### src/cosync_pkg.sv
package cosync_pkg;
    // Object dictionary indices used as register addresses
    localparam logic [15:0] SYNC_ID_IDX = 16'h1005;
    localparam logic [15:0] SYNC_PERIOD_IDX = 16'h1006;
    localparam logic [15:0] ERR_REG_IDX = 16'h1001;
    localparam logic [15:0] ERR_FIELD_IDX = 16'h1003;
    localparam logic [15:0] EMCY_ID_IDX = 16'h1014;
    localparam logic [15:0] EMCY_MON_ADDR = 16'hE031;
    localparam logic [15:0] TPDO_TYPE_IDX = 16'h1800;
    localparam logic [15:0] TPDO_INHIBIT_IDX = 16'h1801;
    localparam logic [15:0] TPDO_TIMER_IDX = 16'h1802;
    localparam logic [15:0] RPDO_TYPE_IDX = 16'h1400;
    // Sub-indices of the PDO communication entries
    localparam logic [7:0] SUB_TYPE = 8'h02;
    localparam logic [7:0] SUB_INHIBIT = 8'h03;
    localparam logic [7:0] SUB_TIMER = 8'h05;
    // Field positions
    localparam int SYNC_GEN_BIT = 30;
    localparam int EMCY_OFF_BIT = 31;
    // Reset values
    localparam logic [31:0] SYNC_ID_RST = 32'h0000_0080;
    localparam logic [31:0] EMCY_ID_RST = 32'h8000_0080;
    localparam logic [10:0] SYNC_COB = 11'h080;
    localparam logic [10:0] EMCY_BASE = 11'h080;
    // Transmission type codes
    localparam logic [7:0] TT_ACYC = 8'h00;
    localparam logic [7:0] TT_CYC_MAX = 8'hF0;
    localparam logic [7:0] TT_ASYNC_A = 8'hFE;
    localparam logic [7:0] TT_ASYNC_B = 8'hFF;
    // Emergency error codes
    localparam logic [15:0] EC_USER = 16'hFF00;
    localparam logic [15:0] EC_COMM = 16'h8100;
    // Timing: period in us is in sync period object; inhibit unit 125 us
    localparam int CLK_MHZ = 25;
    localparam int INHIBIT_UNIT_US = 125;
    localparam int CYC_PER_US = CLK_MHZ;
    localparam int CYC_PER_INH = INHIBIT_UNIT_US * CLK_MHZ;
    localparam int CYC_PER_MS = 1000 * CLK_MHZ;
    typedef enum logic [1:0] {
        CS_IDLE = 2'b00,
        CS_LOAD = 2'b01,
        CS_SEND = 2'b11
    } cosync_emst_t;
endpackage : cosync_pkg

### src/cosync_tick.sv
`timescale 1ns/1ns
`default_nettype none
// Free running divider: one pulse every DIV cycles
module cosync_tick #(
    parameter int DIV = 25
) (
    input wire logic clk,
    input wire logic rst,
    output logic tick
);
    logic [15:0] cnt_q; // Cycle counter
    always_ff @(posedge clk) begin
        if (rst || cnt_q == 16'(DIV - 1)) begin
            cnt_q <= 16'h0000;
        end else begin
            cnt_q <= cnt_q + 16'h0001;
        end
    end
    assign tick = (cnt_q == 16'(DIV - 1));
endmodule : cosync_tick
`default_nettype wire

### src/cosync_core.sv
`timescale 1ns/1ns
`default_nettype none
module cosync_core
    import cosync_pkg::*;
(
    input wire logic clk,
    input wire logic rst,
    input wire logic [6:0] nodeId,
    // Object dictionary access
    input wire logic odWrite,
    input wire logic odRead,
    input wire logic [15:0] odIndex,
    input wire logic [7:0] odSub,
    input wire logic [31:0] odWdata,
    output logic [31:0] odRdata,
    // Received frames
    input wire logic rxValid,
    input wire logic [10:0] rxCobId,
    input wire logic [63:0] rxData,
    // Application side
    input wire logic tpdoChanged,
    output logic txPdoReq,
    output logic [63:0] appData,
    output logic appUpdate,
    input wire logic commFault,
    input wire logic userFault,
    input wire logic [31:0] userCode,
    // Frame transmitter
    output logic txValid,
    output logic [10:0] txCobId,
    output logic [63:0] txData,
    input wire logic txReady
);
    ////////////////////////////////////////////////////////////////////////////////
    // Object storage
    logic [31:0] syncId_q; // Sync identifier object
    logic [31:0] syncPeriod_q; // Sync period in microseconds
    logic [31:0] emcyId_q; // Emergency identifier object
    logic [7:0] errReg_q; // Error register
    logic [31:0] errField_q; // Latest predefined error entry
    logic [7:0] errCount_q; // Number of errors recorded
    logic [7:0] tType_q; // TPDO transmission type
    logic [15:0] inhibit_q; // TPDO inhibit time in 125 us units
    logic [15:0] evTimer_q; // TPDO event timer in ms
    logic [7:0] rType_q; // RPDO transmission type
    logic wrHit; // Write strobe gate
    assign wrHit = odWrite;
    // Writes to dictionary entries
    always_ff @(posedge clk) begin
        if (rst) begin
            syncId_q <= SYNC_ID_RST;
            syncPeriod_q <= 32'h0000_0000;
            emcyId_q <= EMCY_ID_RST;
            tType_q <= TT_ASYNC_B;
            inhibit_q <= 16'h0000;
            evTimer_q <= 16'h0000;
            rType_q <= TT_ASYNC_B;
        end else if (wrHit) begin
            case (odIndex)
                SYNC_ID_IDX: syncId_q <= odWdata;
                SYNC_PERIOD_IDX: syncPeriod_q <= odWdata;
                EMCY_ID_IDX: emcyId_q <= odWdata;
                TPDO_TYPE_IDX: begin
                    if (odSub == SUB_TYPE) begin
                        tType_q <= odWdata[7:0];
                    end else if (odSub == SUB_INHIBIT) begin
                        inhibit_q <= odWdata[15:0];
                    end else if (odSub == SUB_TIMER) begin
                        evTimer_q <= odWdata[15:0];
                    end
                end
                RPDO_TYPE_IDX: begin
                    if (odSub == SUB_TYPE) begin
                        rType_q <= odWdata[7:0];
                    end
                end
                default: begin
                end
            endcase
        end
    end
    ////////////////////////////////////////////////////////////////////////////////
    // Time bases
    logic usTick; // One microsecond
    logic inhTick; // One inhibit unit
    logic msTick; // One millisecond
    logic fire; // TPDO send now
    cosync_tick #(.DIV(CYC_PER_US)) uUs (.clk(clk), .rst(rst), .tick(usTick));
    // Inhibit and event bases restart at each send; free running they could cut a unit short
    cosync_tick #(.DIV(CYC_PER_INH)) uInh (.clk(clk), .rst(rst || fire), .tick(inhTick));
    cosync_tick #(.DIV(CYC_PER_MS)) uMs (.clk(clk), .rst(rst || fire), .tick(msTick));
    ////////////////////////////////////////////////////////////////////////////////
    // Sync generator and consumer
    logic genOn; // Local producer active
    logic [31:0] genCnt_q; // Microseconds since last generated sync
    logic genSync; // Generated sync this cycle
    logic rxSync; // Sync received from the network
    logic syncEv; // Any sync event
    logic genPend_q; // Generated sync awaiting the transmitter
    assign genOn = syncId_q[SYNC_GEN_BIT] && (syncPeriod_q != 32'h0000_0000);
    // Only consume when not producing, so one producer on the bus
    assign rxSync = rxValid && (rxCobId == SYNC_COB) && !genOn;
    assign genSync = genOn && usTick && (genCnt_q + 32'h1 >= syncPeriod_q);
    assign syncEv = rxSync || genSync;
    // Period counter
    always_ff @(posedge clk) begin
        if (rst || !genOn || genSync) begin
            genCnt_q <= 32'h0000_0000;
        end else if (usTick) begin
            genCnt_q <= genCnt_q + 32'h1;
        end
    end
    ////////////////////////////////////////////////////////////////////////////////
    // RPDO delivery: held until sync or passed at once
    logic rpdoRx; // RPDO frame received
    logic rAsync; // Asynchronous receive type
    logic [63:0] rHold_q; // Held command
    logic rHeld_q; // Held data valid
    assign rpdoRx = rxValid && (rxCobId == (11'h200 + {4'h0, nodeId}));
    assign rAsync = (rType_q == TT_ASYNC_A) || (rType_q == TT_ASYNC_B);
    // Latch pending command for synchronous types
    always_ff @(posedge clk) begin
        if (rst) begin
            rHold_q <= 64'h0;
            rHeld_q <= 1'b0;
        end else if (rpdoRx && !rAsync && rType_q <= TT_CYC_MAX) begin
            rHold_q <= rxData;
            rHeld_q <= 1'b1;
        end else if (syncEv) begin
            rHeld_q <= 1'b0;
        end
    end
    // Deliver to application
    always_ff @(posedge clk) begin
        if (rst) begin
            appData <= 64'h0;
            appUpdate <= 1'b0;
        end else if (rpdoRx && rAsync) begin
            appData <= rxData;
            appUpdate <= 1'b1;
        end else if (syncEv && rHeld_q) begin
            appData <= rHold_q;
            appUpdate <= 1'b1;
        end else begin
            appUpdate <= 1'b0;
        end
    end
    ////////////////////////////////////////////////////////////////////////////////
    // TPDO trigger
    logic tAsync; // Asynchronous transmit type
    logic [7:0] syncCnt_q; // Syncs since last send
    logic changed_q; // Mapped data changed since last send
    logic [15:0] inhCnt_q; // Inhibit units remaining
    logic [15:0] evCnt_q; // Event timer ms elapsed
    logic want; // Trigger condition
    assign tAsync = (tType_q == TT_ASYNC_A) || (tType_q == TT_ASYNC_B);
    always_comb begin
        want = 1'b0;
        if (tType_q == TT_ACYC) begin
            want = syncEv && (changed_q || tpdoChanged);
        end else if (tType_q <= TT_CYC_MAX) begin
            // Nine bits so a saturated count never wraps to zero
            want = syncEv && ({1'b0, syncCnt_q} + 9'h001 >= {1'b0, tType_q});
        end else if (tAsync) begin
            want = tpdoChanged || changed_q ||
                ((evTimer_q != 16'h0) && (evCnt_q >= evTimer_q));
        end
    end
    assign fire = want && (inhCnt_q == 16'h0);
    assign txPdoReq = fire;
    // Change flag; a change seen in the send cycle already goes out in that frame
    always_ff @(posedge clk) begin
        if (rst) begin
            changed_q <= 1'b0;
        end else if (tpdoChanged && !fire) begin
            changed_q <= 1'b1;
        end else if (fire) begin
            changed_q <= 1'b0;
        end
    end
    // Sync counter per TPDO
    always_ff @(posedge clk) begin
        if (rst || fire) begin
            syncCnt_q <= 8'h00;
        end else if (syncEv && syncCnt_q != 8'hFF) begin
            syncCnt_q <= syncCnt_q + 8'h01;
        end
    end
    // Inhibit and event timers
    always_ff @(posedge clk) begin
        if (rst) begin
            inhCnt_q <= 16'h0;
            evCnt_q <= 16'h0;
        end else begin
            if (fire) begin
                inhCnt_q <= inhibit_q;
            end else if (inhTick && inhCnt_q != 16'h0) begin
                inhCnt_q <= inhCnt_q - 16'h1;
            end
            if (fire || !tAsync) begin
                evCnt_q <= 16'h0;
            end else if (msTick && evCnt_q != 16'hFFFF) begin
                evCnt_q <= evCnt_q + 16'h1;
            end
        end
    end
    ////////////////////////////////////////////////////////////////////////////////
    // Error register and error field, regardless of emergency enable
    logic fault; // Any fault
    logic [15:0] errCode; // Code for this fault
    assign fault = commFault || userFault;
    assign errCode = userFault ? EC_USER : EC_COMM;
    always_ff @(posedge clk) begin
        if (rst) begin
            errReg_q <= 8'h00;
            errField_q <= 32'h0;
            errCount_q <= 8'h00;
        end else if (fault) begin
            errReg_q <= {errReg_q[7:5], commFault, errReg_q[3:1], 1'b1};
            errField_q <= {userFault ? userCode[15:0] : 16'h0000, errCode};
            if (errCount_q != 8'hFF) begin
                errCount_q <= errCount_q + 8'h01;
            end
        end
    end
    ////////////////////////////////////////////////////////////////////////////////
    // Emergency and sync frame sender; foreign emergency frames never decoded
    cosync_emst_t st_q; // Sender state
    logic sendSync_q; // Frame in flight is a sync
    logic emcyOn; // Emergency frames enabled
    logic emcyActive_q; // Emergency pending or sent since reset
    logic emcyPend_q; // Fault waiting for send
    logic [63:0] emcyPay_q; // Emergency payload
    assign emcyOn = !emcyId_q[EMCY_OFF_BIT];
    always_ff @(posedge clk) begin
        if (rst) begin
            emcyPend_q <= 1'b0;
            emcyPay_q <= 64'h0;
            emcyActive_q <= 1'b0;
        end else if (fault && emcyOn) begin
            emcyPend_q <= 1'b1;
            emcyActive_q <= 1'b1;
            // Bytes 0-1 code low byte first, 2 error register, 3 reserved, 4-7 aux
            emcyPay_q <= {userFault ? userCode : 32'h0, 8'h00,
                errReg_q | 8'h01, errCode};
        end else if (st_q == CS_SEND && txReady && !sendSync_q) begin
            emcyPend_q <= 1'b0;
        end
    end
    // Generated sync waits for the transmitter
    always_ff @(posedge clk) begin
        if (rst) begin
            genPend_q <= 1'b0;
        end else if (genSync) begin
            genPend_q <= 1'b1;
        end else if (st_q == CS_SEND && txReady && sendSync_q) begin
            genPend_q <= 1'b0;
        end
    end
    // Frame sender state machine; sync has priority
    always_ff @(posedge clk) begin
        if (rst) begin
            st_q <= CS_IDLE;
            sendSync_q <= 1'b0;
            txCobId <= 11'h0;
            txData <= 64'h0;
        end else begin
            case (st_q)
                CS_IDLE: if (genPend_q || emcyPend_q) begin
                    st_q <= CS_LOAD;
                end
                CS_LOAD: begin
                    st_q <= CS_SEND;
                    // Remember the kind, a sync raised mid-send must not clear an emergency
                    sendSync_q <= genPend_q;
                    if (genPend_q) begin
                        txCobId <= SYNC_COB;
                        txData <= 64'h0;
                    end else begin
                        txCobId <= EMCY_BASE + {4'h0, nodeId};
                        txData <= {emcyPay_q[63:24], errReg_q, emcyPay_q[15:0]};
                    end
                end
                CS_SEND: if (txReady) begin
                    st_q <= CS_IDLE;
                end
                default: st_q <= CS_IDLE;
            endcase
        end
    end
    assign txValid = (st_q == CS_SEND);
    ////////////////////////////////////////////////////////////////////////////////
    // Read back
    always_ff @(posedge clk) begin
        if (rst) begin
            odRdata <= 32'h0;
        end else if (odRead) begin
            case (odIndex)
                SYNC_ID_IDX: odRdata <= syncId_q;
                SYNC_PERIOD_IDX: odRdata <= syncPeriod_q;
                EMCY_ID_IDX: odRdata <= {emcyId_q[31:11], EMCY_BASE + {4'h0, nodeId}};
                ERR_REG_IDX: odRdata <= {24'h0, errReg_q};
                ERR_FIELD_IDX: odRdata <= (odSub == 8'h00) ? {24'h0, errCount_q}
                    : errField_q;
                EMCY_MON_ADDR: odRdata <= {31'h0, emcyActive_q};
                default: odRdata <= 32'h0;
            endcase
        end
    end
    ////////////////////////////////////////////////////////////////////////////////
    // Checks
    a_inhibit_gap: assert property (@(posedge clk) disable iff (rst)
        fire && inhibit_q != 16'h0 |=> !fire [*8]) else $error("inhibit violated");
    a_sync_type0: assert property (@(posedge clk) disable iff (rst)
        fire && tType_q == TT_ACYC |-> syncEv) else $error("type 0 sent without sync");
    a_async_rpdo: assert property (@(posedge clk) disable iff (rst)
        rpdoRx && rAsync |=> appUpdate && appData == $past(rxData))
        else $error("async rpdo not passed");
    a_sync_rpdo: assert property (@(posedge clk) disable iff (rst)
        appUpdate && !$past(rpdoRx) |-> $past(syncEv)) else $error("held data leaked");
    a_emcy_off: assert property (@(posedge clk) disable iff (rst)
        fault && !emcyOn && !emcyPend_q && !genPend_q |=> !emcyPend_q)
        else $error("emergency when disabled");
    a_err_update: assert property (@(posedge clk) disable iff (rst)
        fault |=> errReg_q[0]) else $error("error register not set");
    a_user_code: assert property (@(posedge clk) disable iff (rst)
        userFault && emcyOn |=> emcyPay_q[15:0] == EC_USER) else $error("user code wrong");
    a_sync_gen: assert property (@(posedge clk) disable iff (rst)
        genSync |-> syncId_q[SYNC_GEN_BIT]) else $error("sync without enable");
    a_cyc_count: assert property (@(posedge clk) disable iff (rst)
        fire |=> syncCnt_q == 8'h00) else $error("count not reset");
    c_emcy_sent: cover property (@(posedge clk) txValid && txReady && txCobId != SYNC_COB);
    c_sync_sent: cover property (@(posedge clk) txValid && txReady && txCobId == SYNC_COB);
    c_cyc_fire: cover property (@(posedge clk) fire && tType_q == 8'h03);
endmodule : cosync_core
`default_nettype wire

### config.mk
export PLATFORM = sky130hd
export DESIGN_NAME = cosync_core
export DESIGN_NICKNAME = d
export VERILOG_FILES = /design/src/cosync_pkg.sv /design/src/cosync_tick.sv /design/src/cosync_core.sv
export SDC_FILE = /design/constraint.sdc
export NUM_CORES = 1
export LEC_CHECK = 0
export BUFFER_PORTS_ARGS = -buffer_cell sky130_fd_sc_hd__buf_2
export CAP_MARGIN = 15
export CORE_AREA = 2 2 176 264
export CTS_BUF_LIST = sky130_fd_sc_hd__clkbuf_2
export CTS_CLUSTER_DIAMETER = 120
export DETAILED_ROUTE_END_ITERATION = 10
export DIE_AREA = 0 0 178 266
export PLACE_DENSITY = 0.78
export SYNTH_ARGS = -nofsm -noshare
export SYNTH_HDL_FRONTEND = slang
export SYNTH_SLANG_ARGS = --single-unit
### constraint.sdc
create_clock -name clk -period 4.3 [get_ports clk]
set_clock_uncertainty 0.15 [all_clocks]
set_input_delay 0.645 -clock clk [delete_from_list [all_inputs] [get_ports clk]]
set_output_delay 0.645 -clock clk [all_outputs]
set_load 0.02 [all_outputs]
==> summary.txt, run 1 <==
Status
  • Outcome: complete, but fails checks
  • Violated checks: negative setup slack

Yosys
  • Ranking of synthesized cells by area: dfxtp_1 (44%), nand2_1 (9.0%), a21oi_1 (7.3%)
  • Netlist cell types: 68
  • Most common cell in the netlist: nand2_1
  • Synth Flop Type: dfxtp_1
  • Async S/R FF share, synth: 0
  • Register area share after synthesis: 0.439
  • Post-Synthesis Cells: 2901
  • Mean post-synth cell area: 8.27 um^2
  • Synth top area share: 0.439
  • Synth area leader: dfxtp_1
  • Register bit total from synthesis: 526
  • Most frequent cells after synthesis: nand2_1 (575), dfxtp_1 (526), a21oi_1 (352)
  • Warnings from Yosys: 0
  • Synth Cell Area: 24000 um^2
  • EDFF count, synth: 0

STA
  • Least-Margin Pin Slew: 1.10 ns
  • Final slew viol count: 0
  • RSZ-0062 raised after global routing: true
  • Fin crit period: 5.34 ns
  • Final worst slack: -1.04 ns
  • Final setup vio count: 14
  • Fin crit share: 1.24
  • Hold Vio Cnt, Final: 0
  • Max_slew headroom: 0.258
  • Max Freq: 187 MHz

Placement
  • Place WS: -0.0697 ns
  • Placed inst area: 26300 um^2
  • Dpl cells: 3700
  • Final GP Congestion: 0.935
  • Port Buf Inserts: 327
  • DP HPWL: 50000 um

Floorplanning
  • IO Count: 353
  • Area of the core region: 45300 um^2
  • Die width: 178 um
  • Initial Util: 0.530
  • Die area: 47300 um^2
  • Die Height: 266 um
  • Cell Rows: 96

Critical path
  • R2R setup slack: -0.08 ns
  • Req. time, crit path: 3.50 ns
  • RR Startpoint: genCnt_q[8]
  • Crit Path Category: reg2out
  • Type of origin of the critical path: register
  • Crit path capture: txPdoReq
  • Slowest CP cell: nor4_2
  • Critical path endpoint category: output port
  • Crit-path cells: and4_4, nand4_1, nor4_2, and3_4, nand2_2, xnor2_1, ha_1, buf_4, a21oi_2, nand2_1, a221oi_2, nand3_1, o21a_1, o21ai_4, a21oi_4, buf_6
  • Crit. path cell count: 16
  • Worst-path fanout max: 3
  • Origin of the worst setup path: genCnt_q[8]
  • Reg2reg end: uMs.cnt_q[1]
  • Reg2Reg Depth: 18
  • Cell family with most CP delay: simple AND/OR/NAND/NOR gates
  • Max incr delay on CP: 0.41 ns
  • Worst Path Buf+Inv: 2
  • Data arrival, critical path: 4.54 ns

Clock tree
  • # clock sinks: 526
  • H-tree levels: 3
  • Reg clk slew, reported paths: 0.13 ns
  • Clk_lat worst skew: 1.15 ns
  • CTS Root Buffer Type: clkbuf_2
  • CTS Buf Count: 121
  • CTS tree: yes
  • Clock buffer depth: 3

Layout
  • Share of layout cells above drive strength 1: 0.199
  • FF/Latch Area: 10500 um^2
  • Synthesis-to-layout area growth: 25.3%
  • Nets: 3692
  • Final Instance Area: 30100 um^2
  • Multi-input gate area: 12800 um^2
  • Fill count: 3531
  • Finished Layout Cells: 4142

Route
  • Via/cell ratio: 5.90
  • Final ANT Viol Nets: 0
  • Initial drt markers: 2108
  • Pre-antenna DRT Iters: 6
  • DRT Wirelength: 79900 um
  • Vias: 24441
  • Routed wire per std cell: 19.3 um
  • # DRC: 0

Power and ir drop
  • Power Dens Cells: 293 nW/um^2
  • VDD IR max: 0.230 mV
  • Leakage: 11.5 nW

GRT
  • Initial antenna violation count: 5
  • Vias in the first global route: 24156
  • GRT Residual Overflow: 0
  • First-pass GRT wire length: 123000 um
  • Largest net degree at the start of global routing: 165
  • GRT Util Overall: 0.322

Job
  • MaxCap Viol Count: 0

Min path
  • Worst Hold Class: in2reg
-- worst min-delay path by stage --
stage | startpoint | end | slack (ns) | depth (start not counted)
6_report | odIndex[11] | rType_q[5] | 0.09 | 4
5_1_grt | odIndex[10] | rType_q[5] | 0.06 | 4
4_1_cts | odIndex[11] | rType_q[5] | 0.02 | 4
3_5_place_dp | txData[54] | txData[54] | 0.29 | 2
2_1_floorplan | inhibit_q[1] | inhibit_q[1] | 0.28 | 2
3_3_place_gp | txData[42] | txData[42] | 0.29 | 2
-- registers in the layout, indices dropped and copies added (netlist names), 16 cells and up --
register	flops
syncPeriod_q	32
emcyId_q	21
appData	64
uUs.cnt_q	16
txData	36
genCnt_q	32
inhibit_q	16
uMs.cnt_q	16
rHold_q	64
odRdata	32
evTimer_q	16
errField_q	17
inhCnt_q	16
syncId_q	32
evCnt_q	16
emcyPay_q	34
uInh.cnt_q	16
-- through the flow --
stage          setup TNS, ns  power, mW  utilization  hold slack, ns
2_1_floorplan              0       5.24            -           0.277
3_3_place_gp         -0.0316       5.42        0.581           0.286
3_5_place_dp         -0.0697       5.43        0.581           0.291
4_1_cts                -1.02       8.77        0.652          0.0168
5_1_grt                -8.44       9.15        0.664          0.0572
6_report               -1.45       8.81        0.664          0.0877
-- repair_timing --
action / 4_1_cts / 5_1_grt
endpoints found under the setup margin: 1 / 30
pin swaps: 15 / 24
buffers inserted: 6 / 4
gates cloned: 0 / 6
hold buffers: 195 / 0
hold endpoints to repair: 372 / 0
gates resized for setup: 20 / 56
-- power breakdown --
| part | internal [mW] | switching [mW] |
|---|---|---|
| clock network | 1.20 | 2.08 |
| registers | 4.89 | 0.0254 |
| logic | 0.247 | 0.357 |
| total | 6.34 | 2.47 |
-- cell type report --
cell class,count,area share
Clock inverter,59,0.0104
Multi-Input combinational cell,2093,0.425
Clock buffer,165,0.0275
Sequential cell,526,0.350
Tap cell,588,0.0245
Inverter,76,0.00949
Antenna cell,6,0.000499
Timing Repair Buffer,629,0.153
-- worst register-to-register path, stage by stage (launching register included) --
cell and delay [ns]:
dfxtp_2 0.36, and4_4 0.24, nand4_1 0.19, nor4_2 0.41, and3_4 0.27, nand2_2 0.06
xnor2_1 0.13, ha_1 0.31, buf_4 0.15, a21oi_2 0.12, nand2_1 0.08, a221oi_2 0.30
buf_4 0.16, buf_4 0.10, a311o_1 0.26, nand2_2 0.12, o211a_4 0.32, clkbuf_16 0.20
nor4b_2 0.29
-- per-layer routing --
layer  global-route usage  share of wire  up-vias
met3               0.0589          0.070      409
met1                0.340           0.34    11464
li1                     -              -    11291
met4                0.260          0.089        0
met5                    0              0        -
met2                0.555           0.50     1277
-- layout by cell type, fill, tap and decap left out, drive strengths merged, types with 6 or more instances in the layout --
master,netlist,final
o21ai,22,22
a221o,8,8
nand3b,46,46
nand2,575,575
mux2i,84,84
ha,66,66
dlygate4sd3,0,195
clkinv,0,52
or3,12,12
conb,1,25
nor4b,7,7
inv,76,80
and3,40,40
o2111ai,16,16
a22o,6,6
nand4,109,109
nor2,147,147
and4,9,9
a21oi,352,352
a21o,21,21
nand3,71,71
xor2,85,85
diode,0,6
xnor2,62,62
or4,6,6
clkbuf,185,169
buf,45,430
dfxtp,526,526
nor4,87,87
nor2b,11,11
nor3,22,22
a222oi,21,21
o31ai,67,67
nand2b,33,33
and2,16,16
-- logic make-up after synthesis --
| family | count (synthesis) | synth area share |
|---|---|---|
| simple gates | 1211 | 0.243 |
| fa+ha+maj | 66 | 0.0344 |
| compound gates | 560 | 0.142 |
| flops | 526 | 0.439 |
| xor+xnor | 147 | 0.0536 |
| buf+inv | 306 | 0.0531 |
| other cells | 1 | 0.000156 |
| mux | 84 | 0.0350 |
Power figures use the tool's default switching activity.
==> run 2, diff against run 1 <==
CORE_AREA = 2 2 192 288   (was 2 2 176 264)
DIE_AREA = 0 0 194 290   (was 0 0 178 266)
PLACE_DENSITY = 0.67   (was 0.78)
==> run 2 against run 1 <==
The flow still finishes with violations (negative setup slack). Fmax is 0.33% higher. Hold slack improved by 0.055 ns. Largest power group unchanged. Routed wire length down 4.0%. Die area up 19%. First-iteration DRC count down 28%. Sequential share of layout area increased by 0.36 points. Worst setup slack better by 0.017 ns. Critical path depth down 1. Clock power rose by 5%. Total power grew 1.5%. Critical endpoint unchanged.
==> summary.txt, run 2 (synthesis results as in run 1) <==
STA
  • Final slew viol count: 0 (unchanged)
  • Final worst slack: -1.02 ns (was -1.04 ns)
  • RSZ-0062 raised after global routing: true (unchanged)
  • Fin crit share: 1.24 (about the same)
  • Final setup vio count: 1 (was 14)
  • Max_slew headroom: 0.189 (was 0.258)
  • Max Freq: 188 MHz (was 187 MHz)
  • Least-Margin Pin Slew: 1.22 ns (was 1.10 ns)
  • Hold Vio Cnt, Final: 0 (unchanged)
  • Fin crit period: 5.32 ns (was 5.34 ns)
  • Sum of negative setup slack: -1.02 ns (was -1.45 ns)

Power and ir drop
  • Power Dens Cells: 300 nW/um^2 (was 293 nW/um^2)
  • VDD IR max: 0.227 mV (was 0.230 mV)
  • Leakage: 11.4 nW (was 11.5 nW)
  • Final total power: 8.94 mW (was 8.81 mW)

Clock tree
  • # clock sinks: 526 (unchanged)
  • H-tree levels: 4 (was 3)
  • Reg clk slew, reported paths: 0.12 ns (was 0.13 ns)
  • Clk_lat worst skew: 1.14 ns (was 1.15 ns)
  • CTS Buf Count: 130 (was 121)
  • CTS Root Buffer Type: clkbuf_2 (unchanged)
  • Clock buffer depth: 3 (unchanged)
  • CTS tree: yes (unchanged)

GRT
  • Largest net degree at the start of global routing: 169 (was 165)
  • GRT Residual Overflow: 0 (unchanged)
  • GRT Util Overall: 0.263 (was 0.322)
  • First-pass GRT wire length: 121000 um (was 123000 um)
  • Vias in the first global route: 23877 (was 24156)
  • Initial antenna violation count: 7 (was 5)

Floorplanning
  • Initial Util: 0.448 (was 0.530)
  • Die width: 194 um (was 178 um)
  • Die Height: 290 um (was 266 um)
  • Die area: 56300 um^2 (was 47300 um^2)
  • Area of the core region: 53600 um^2 (was 45300 um^2)
  • Cell Rows: 104 (was 96)
  • IO Count: 353 (unchanged)

Route
  • Initial drt markers: 1512 (was 2108)
  • # DRC: 0 (unchanged)
  • Routed wire per std cell: 18.2 um (was 19.3 um)
  • DRT Wirelength: 76700 um (was 79900 um)
  • Vias: 23633 (was 24441)
  • Via/cell ratio: 5.60 (was 5.90)
  • Pre-antenna DRT Iters: 6 (unchanged)
  • Final ANT Viol Nets: 0 (unchanged)

Status
  • Outcome: complete, but fails checks (unchanged)
  • Violated checks: negative setup slack (unchanged)

Placement
  • DP HPWL: 51200 um (was 50000 um)
  • Final GP Congestion: 0.886 (was 0.935)
  • Port Buf Inserts: 327 (unchanged)
  • Placed inst area: 26400 um^2 (was 26300 um^2)
  • Place WS: -0.291 ns (was -0.0697 ns)

Layout
  • Synthesis-to-layout area growth: 24.0% (was 25.3%)
  • Commonest non-fill, non-tap cells in the layout: nand2_1 (574), dfxtp_1 (523), a21oi_1 (350), buf_2 (325), dlygate4sd3_1 (190) (was nand2_1 (572), dfxtp_1 (522), a21oi_1 (349), buf_2 (325), dlygate4sd3_1 (195))
  • Most common cell after layout, fill and taps aside: nand2_1 (unchanged)
  • Fill count: 4971 (was 3531)
  • Share of layout cells above drive strength 1: 0.191 (was 0.199)
  • Final Instance Area: 29800 um^2 (was 30100 um^2)
  • Largest regs: appData (64), rHold_q (64), txData (36) (unchanged)
  • Nets: 3684 (was 3692)
  • Final Core Density: 0.555 (was 0.664)

Critical path
  • Crit Path Category: reg2out (unchanged)
  • Critical path endpoint category: output port (unchanged)
  • Data arrival, critical path: 4.52 ns (was 4.54 ns)
  • Req. time, crit path: 3.50 ns (about the same)
  • Type of origin of the critical path: register (unchanged)
  • Worst-path fanout max: 4 (was 3)

Min path
  • Worst Hold Class: in2reg (unchanged)

Job
  • MaxCap Viol Count: 0 (unchanged)
==> run 2: where the power goes <==
group          total [mW]  switching, mW  internal [mW]
Sequential           4.92         0.0250           4.89
Combinational       0.551          0.323          0.228
Clock                3.47           2.06           1.41
Total                8.94           2.41           6.53
==> run 2: stage by stage <==
step,instances,hold slack (ns)
finish,4220,0.143
global route,4220,0.0561
CTS,4212,0.00886
detailed placement,3794,0.292
global placement,3794,0.287
floorplan,2925,0.277
==> run 2: timing repair <==
action | CTS | global route
endpoints found under the hold margin | 379 | 0
gates cloned | 0 | 1
setup endpoints to repair | 30 | 76
resized for setup | 26 | 5
hold buffers | 190 | 0
setup buffers | 10 | 1
pin swaps | 13 | 10
==> run 2: layer usage <==
metal / up-vias / routed length [um] / global-route usage
li1: 11257 / - / -
met1: 11094 / 26800 / 0.263
met2: 961 / 39400 / 0.473
met3: 321 / 4270 / 0.0473
met4: 0 / 6220 / 0.212
met5: - / 0 / 0
==> run 2: critical path, cell delays in order (launching register included) <==
cell     delay, ns
dfxtp_2       0.34
buf_4         0.12
and4_4        0.22
nand3_2       0.11
buf_4         0.18
or2_2         0.34
nor2_2        0.14
xor2_2        0.11
ha_1          0.30
nand4_1       0.13
or4_1         0.54
a31oi_1       0.16
o21a_1        0.20
o21ai_2       0.09
a21oi_2       0.24
buf_4         0.19
==> run 2: final cells by class <==
type | count | area, um^2 | share of cell area
Clock buffer | 175 | 876 | 0.0294
Multi-Input combinational cell | 2093 | 12500 | 0.420
Sequential cell | 526 | 10500 | 0.354
Tap cell | 689 | 862 | 0.0290
Inverter | 76 | 285 | 0.00959
Clock inverter | 43 | 328 | 0.0110
Timing Repair Buffer | 612 | 4360 | 0.147
Antenna cell | 6 | 15.0 | 0.000505
==> run 2: path summary, 6_finish.rpt <==
kind                start           end  slack [ns]  depth (start not counted)
min            rxData[36]   rHold_q[36]        0.14                          4
min reg2reg  inhibit_q[3]   inhCnt_q[3]        0.29                          2
max reg2reg   genCnt_q[1]  uMs.cnt_q[1]        0.17                         17
max           genCnt_q[1]      txPdoReq       -1.02                         15
==> run 3, diff against run 2 <==
PLACE_DENSITY = 0.65   (was 0.67)
clock period = 5.7 ns   (was 4.3 ns; I/O delays follow)
==> run 3 against run 2 <==
The run now ends clean. Core utilization is 1.5 points lower. Register-to-register slack better by 1.2 ns. Die area stayed put. Sequential cell count stayed put. Critical path depth stayed put. Critical path type unchanged.
==> summary.txt, run 3 (synthesis results as in run 1) <==
STA
  • Sum of negative setup slack: 0 ns (was -1.02 ns)
  • Fin crit period: 5.59 ns
  • Fin crit share: 0.980
  • Least-Margin Pin Slew: 1.18 ns (was 1.22 ns)
  • Final hold slack: 0.143 ns (about the same)
  • RSZ-0062 raised after global routing: true (unchanged)
  • Final setup vio count: 0 (was 1)
  • Hold Vio Cnt, Final: 0 (unchanged)
  • Max_slew headroom: 0.207 (was 0.189)
  • Final slew viol count: 0 (unchanged)
  • Max Freq: 179 MHz

Min path
  • Hold Path Sink: emcyPay_q[14] (was rHold_q[36])
  • Worst Hold Class: in2reg (unchanged)
  • HP Start: userFault (was rxData[36])
  • Hold path cells: 3 (was 4)

Floorplanning
  • Cell Rows: 104 (unchanged)
  • IO Count: 353 (unchanged)
  • Area of the core region: 53600 um^2 (unchanged)
  • Initial Util: 0.448 (unchanged)
  • Die area: 56300 um^2 (unchanged)
  • Die width: 194 um (unchanged)
  • Die Height: 290 um (unchanged)

Clock tree
  • Reg clk slew, reported paths: 0.10 ns (was 0.12 ns)
  • CTS Buf Count: 120 (was 130)
  • Clk_lat worst skew: 1.23 ns (was 1.14 ns)
  • Clock buffer depth: 3 (unchanged)
  • H-tree levels: 3 (was 4)
  • CTS Root Buffer Type: clkbuf_2 (unchanged)
  • # clock sinks: 526 (unchanged)
  • CTS tree: yes (unchanged)

Placement
  • Final GP Congestion: 0.946 (was 0.886)
  • Port Buf Inserts: 327 (unchanged)
  • DP HPWL: 52100 um (was 51200 um)

GRT
  • Vias in the first global route: 22864 (was 23877)
  • First-pass GRT wire length: 121000 um (about the same)
  • Largest net degree at the start of global routing: 105 (was 169)
  • GRT Util Overall: 0.265 (was 0.263)
  • GRT Residual Overflow: 0 (unchanged)
  • Initial antenna violation count: 7 (unchanged)

Power and ir drop
  • Int Power: 4.65 mW (was 6.53 mW)
  • P_sw: 1.76 mW (was 2.41 mW)
  • Flop pwr share: 0.579 (was 0.550)
  • Logic pwr share: 0.062 (about the same)
  • VDD IR max: 0.165 mV (was 0.227 mV)
  • Clock network fraction of design power: 0.360 (was 0.389)
  • Sw Share: 0.275 (was 0.269)
  • Leakage: 11.0 nW (was 11.4 nW)
  • Power Dens Cells: 221 nW/um^2 (was 300 nW/um^2)

Layout
  • Commonest non-fill, non-tap cells in the layout: nand2_1 (573), dfxtp_1 (514), a21oi_1 (350), buf_2 (325), clkbuf_2 (168) (was nand2_1 (574), dfxtp_1 (523), a21oi_1 (350), buf_2 (325), dlygate4sd3_1 (190))
  • Share of layout cells above drive strength 1: 0.182 (was 0.191)
  • Synthesis-to-layout area growth: 20.7% (was 24.0%)
  • Most common cell after layout, fill and taps aside: nand2_1 (unchanged)
  • Largest regs: appData (64), rHold_q (64), txData (36) (unchanged)
  • Nets: 3606 (was 3684)
  • Fill count: 5087 (was 4971)

Critical path
  • Worst Path Buf+Inv: 2 (was 3)
  • Cell family with most CP delay: simple AND/OR/NAND/NOR gates (unchanged)
  • Type of origin of the critical path: register (unchanged)
  • Critical path endpoint category: output port (unchanged)
  • Crit-path cells: and3_1, nand4_1, buf_6, nor4_4, and2_4, nand2_2, xnor2_1, ha_1, nand4_1, or4_1, a31oi_1, o21a_2, o21ai_2, a21oi_2, buf_6 (was buf_4, and4_4, nand3_2, buf_4, or2_2, nor2_2, xor2_2, ha_1, nand4_1, or4_1, a31oi_1, o21a_1, o21ai_2, a21oi_2, buf_4)
  • Data arrival, critical path: 4.58 ns (was 4.52 ns)
  • Crit Path Category: reg2out (unchanged)
  • Req. time, crit path: 4.70 ns (was 3.50 ns)
  • Max incr delay on CP: 0.54 ns (about the same)
  • Worst-path fanout max: 7 (was 4)
  • R2R setup slack: 1.32 ns (was 0.17 ns)
  • Reg2Reg Depth: 18 (was 17)
  • Slowest CP cell: or4_1 (unchanged)
  • RR Startpoint: genCnt_q[1] (unchanged)
  • Reg2reg end: appData[61] (was uMs.cnt_q[1])

Route
  • Pre-antenna DRT Iters: 8 (was 6)
  • Final ANT Viol Nets: 0 (unchanged)
  • Via/cell ratio: 5.60 (about the same)
  • Vias: 23201 (was 23633)
  • DRT Wirelength: 77800 um (was 76700 um)
  • Routed wire per std cell: 18.8 um (was 18.2 um)
  • # DRC: 0 (unchanged)
  • Initial drt markers: 1860 (was 1512)

Status
  • Outcome: finished, final reports clean (was complete, but fails checks)

Job
  • MaxCap Viol Count: 0 (unchanged)
run 3: power groups by stage:
stage               logic (mW)  clock network (mW)  registers (mW)
global route             0.421                2.57            3.71
finish                   0.395                2.30            3.71
global placement         0.298                   0            3.80
detailed placement       0.304                   0            3.80
floorplan                0.169                   0            3.79
CTS                      0.389                2.39            3.71
run 3: layout make-up:
| type | instances | area (um^2) | area share |
|---|---|---|---|
| inverter | 76 | 285 | 0.00985 |
| multi-input combinational | 2093 | 12500 | 0.431 |
| tap | 689 | 862 | 0.0298 |
| clock buffer | 167 | 836 | 0.0289 |
| clock inverter | 40 | 179 | 0.00618 |
| antenna | 6 | 15.0 | 0.000518 |
| sequential | 526 | 10600 | 0.364 |
| timing repair buffer | 544 | 3740 | 0.129 |
run 3: worst max-delay path by stage:
stage	startpoint	end	slack (ns)	cells past startpoint
floorplan	genCnt_q[8]	txPdoReq	0.94	15
global placement	genCnt_q[8]	txPdoReq	0.42	14
detailed placement	genCnt_q[8]	txPdoReq	0.37	14
CTS	genCnt_q[0]	txPdoReq	0.001	15
global route	genCnt_q[11]	txPdoReq	-0.13	17
finish	genCnt_q[7]	txPdoReq	0.11	15
run 3: timing repair:
action,in CTS,in global routing
pin swaps,13,19
buffers inserted,15,12
gates resized for setup,37,14
setup endpoints to repair,1,1
gates cloned,0,0
hold buffers,158,0
endpoints found under the hold margin,357,0
run 3: routing by layer:
layer	GRT usage	vias to the layer above	routed length [um]
li1	-	11083	-
met1	0.291	10925	29500
met2	0.465	925	38600
met3	0.0403	268	4290
met4	0.188	0	5380
met5	0	-	0
run 3: worst register-to-register path, delay by kind of cell (launching register included):
| family | cells | cell delay, ns |
|---|---|---|
| and+or+nand+nor | 9 | 1.76 |
| buffers and inverters | 3 | 0.50 |
| DFF | 1 | 0.39 |
| adders and majority gates | 2 | 0.43 |
| xor gates and xnor gates | 1 | 0.15 |
| AOI/OAI and AO/OA | 3 | 0.86 |
run 3: through the flow:
stage | setup WS (ns) | utilization | total power, mW | instances | cell area [um^2]
finish | 0.111 | 0.540 | 6.41 | 4141 | 29000
global route | -0.132 | 0.540 | 6.71 | 4141 | 29000
CTS | 0.00107 | 0.536 | 6.49 | 4119 | 28800
detailed placement | 0.374 | 0.484 | 4.10 | 3739 | 25900
global placement | 0.419 | 0.484 | 4.09 | 3739 | 25900
floorplan | 0.935 | - | 3.95 | 2925 | 24100
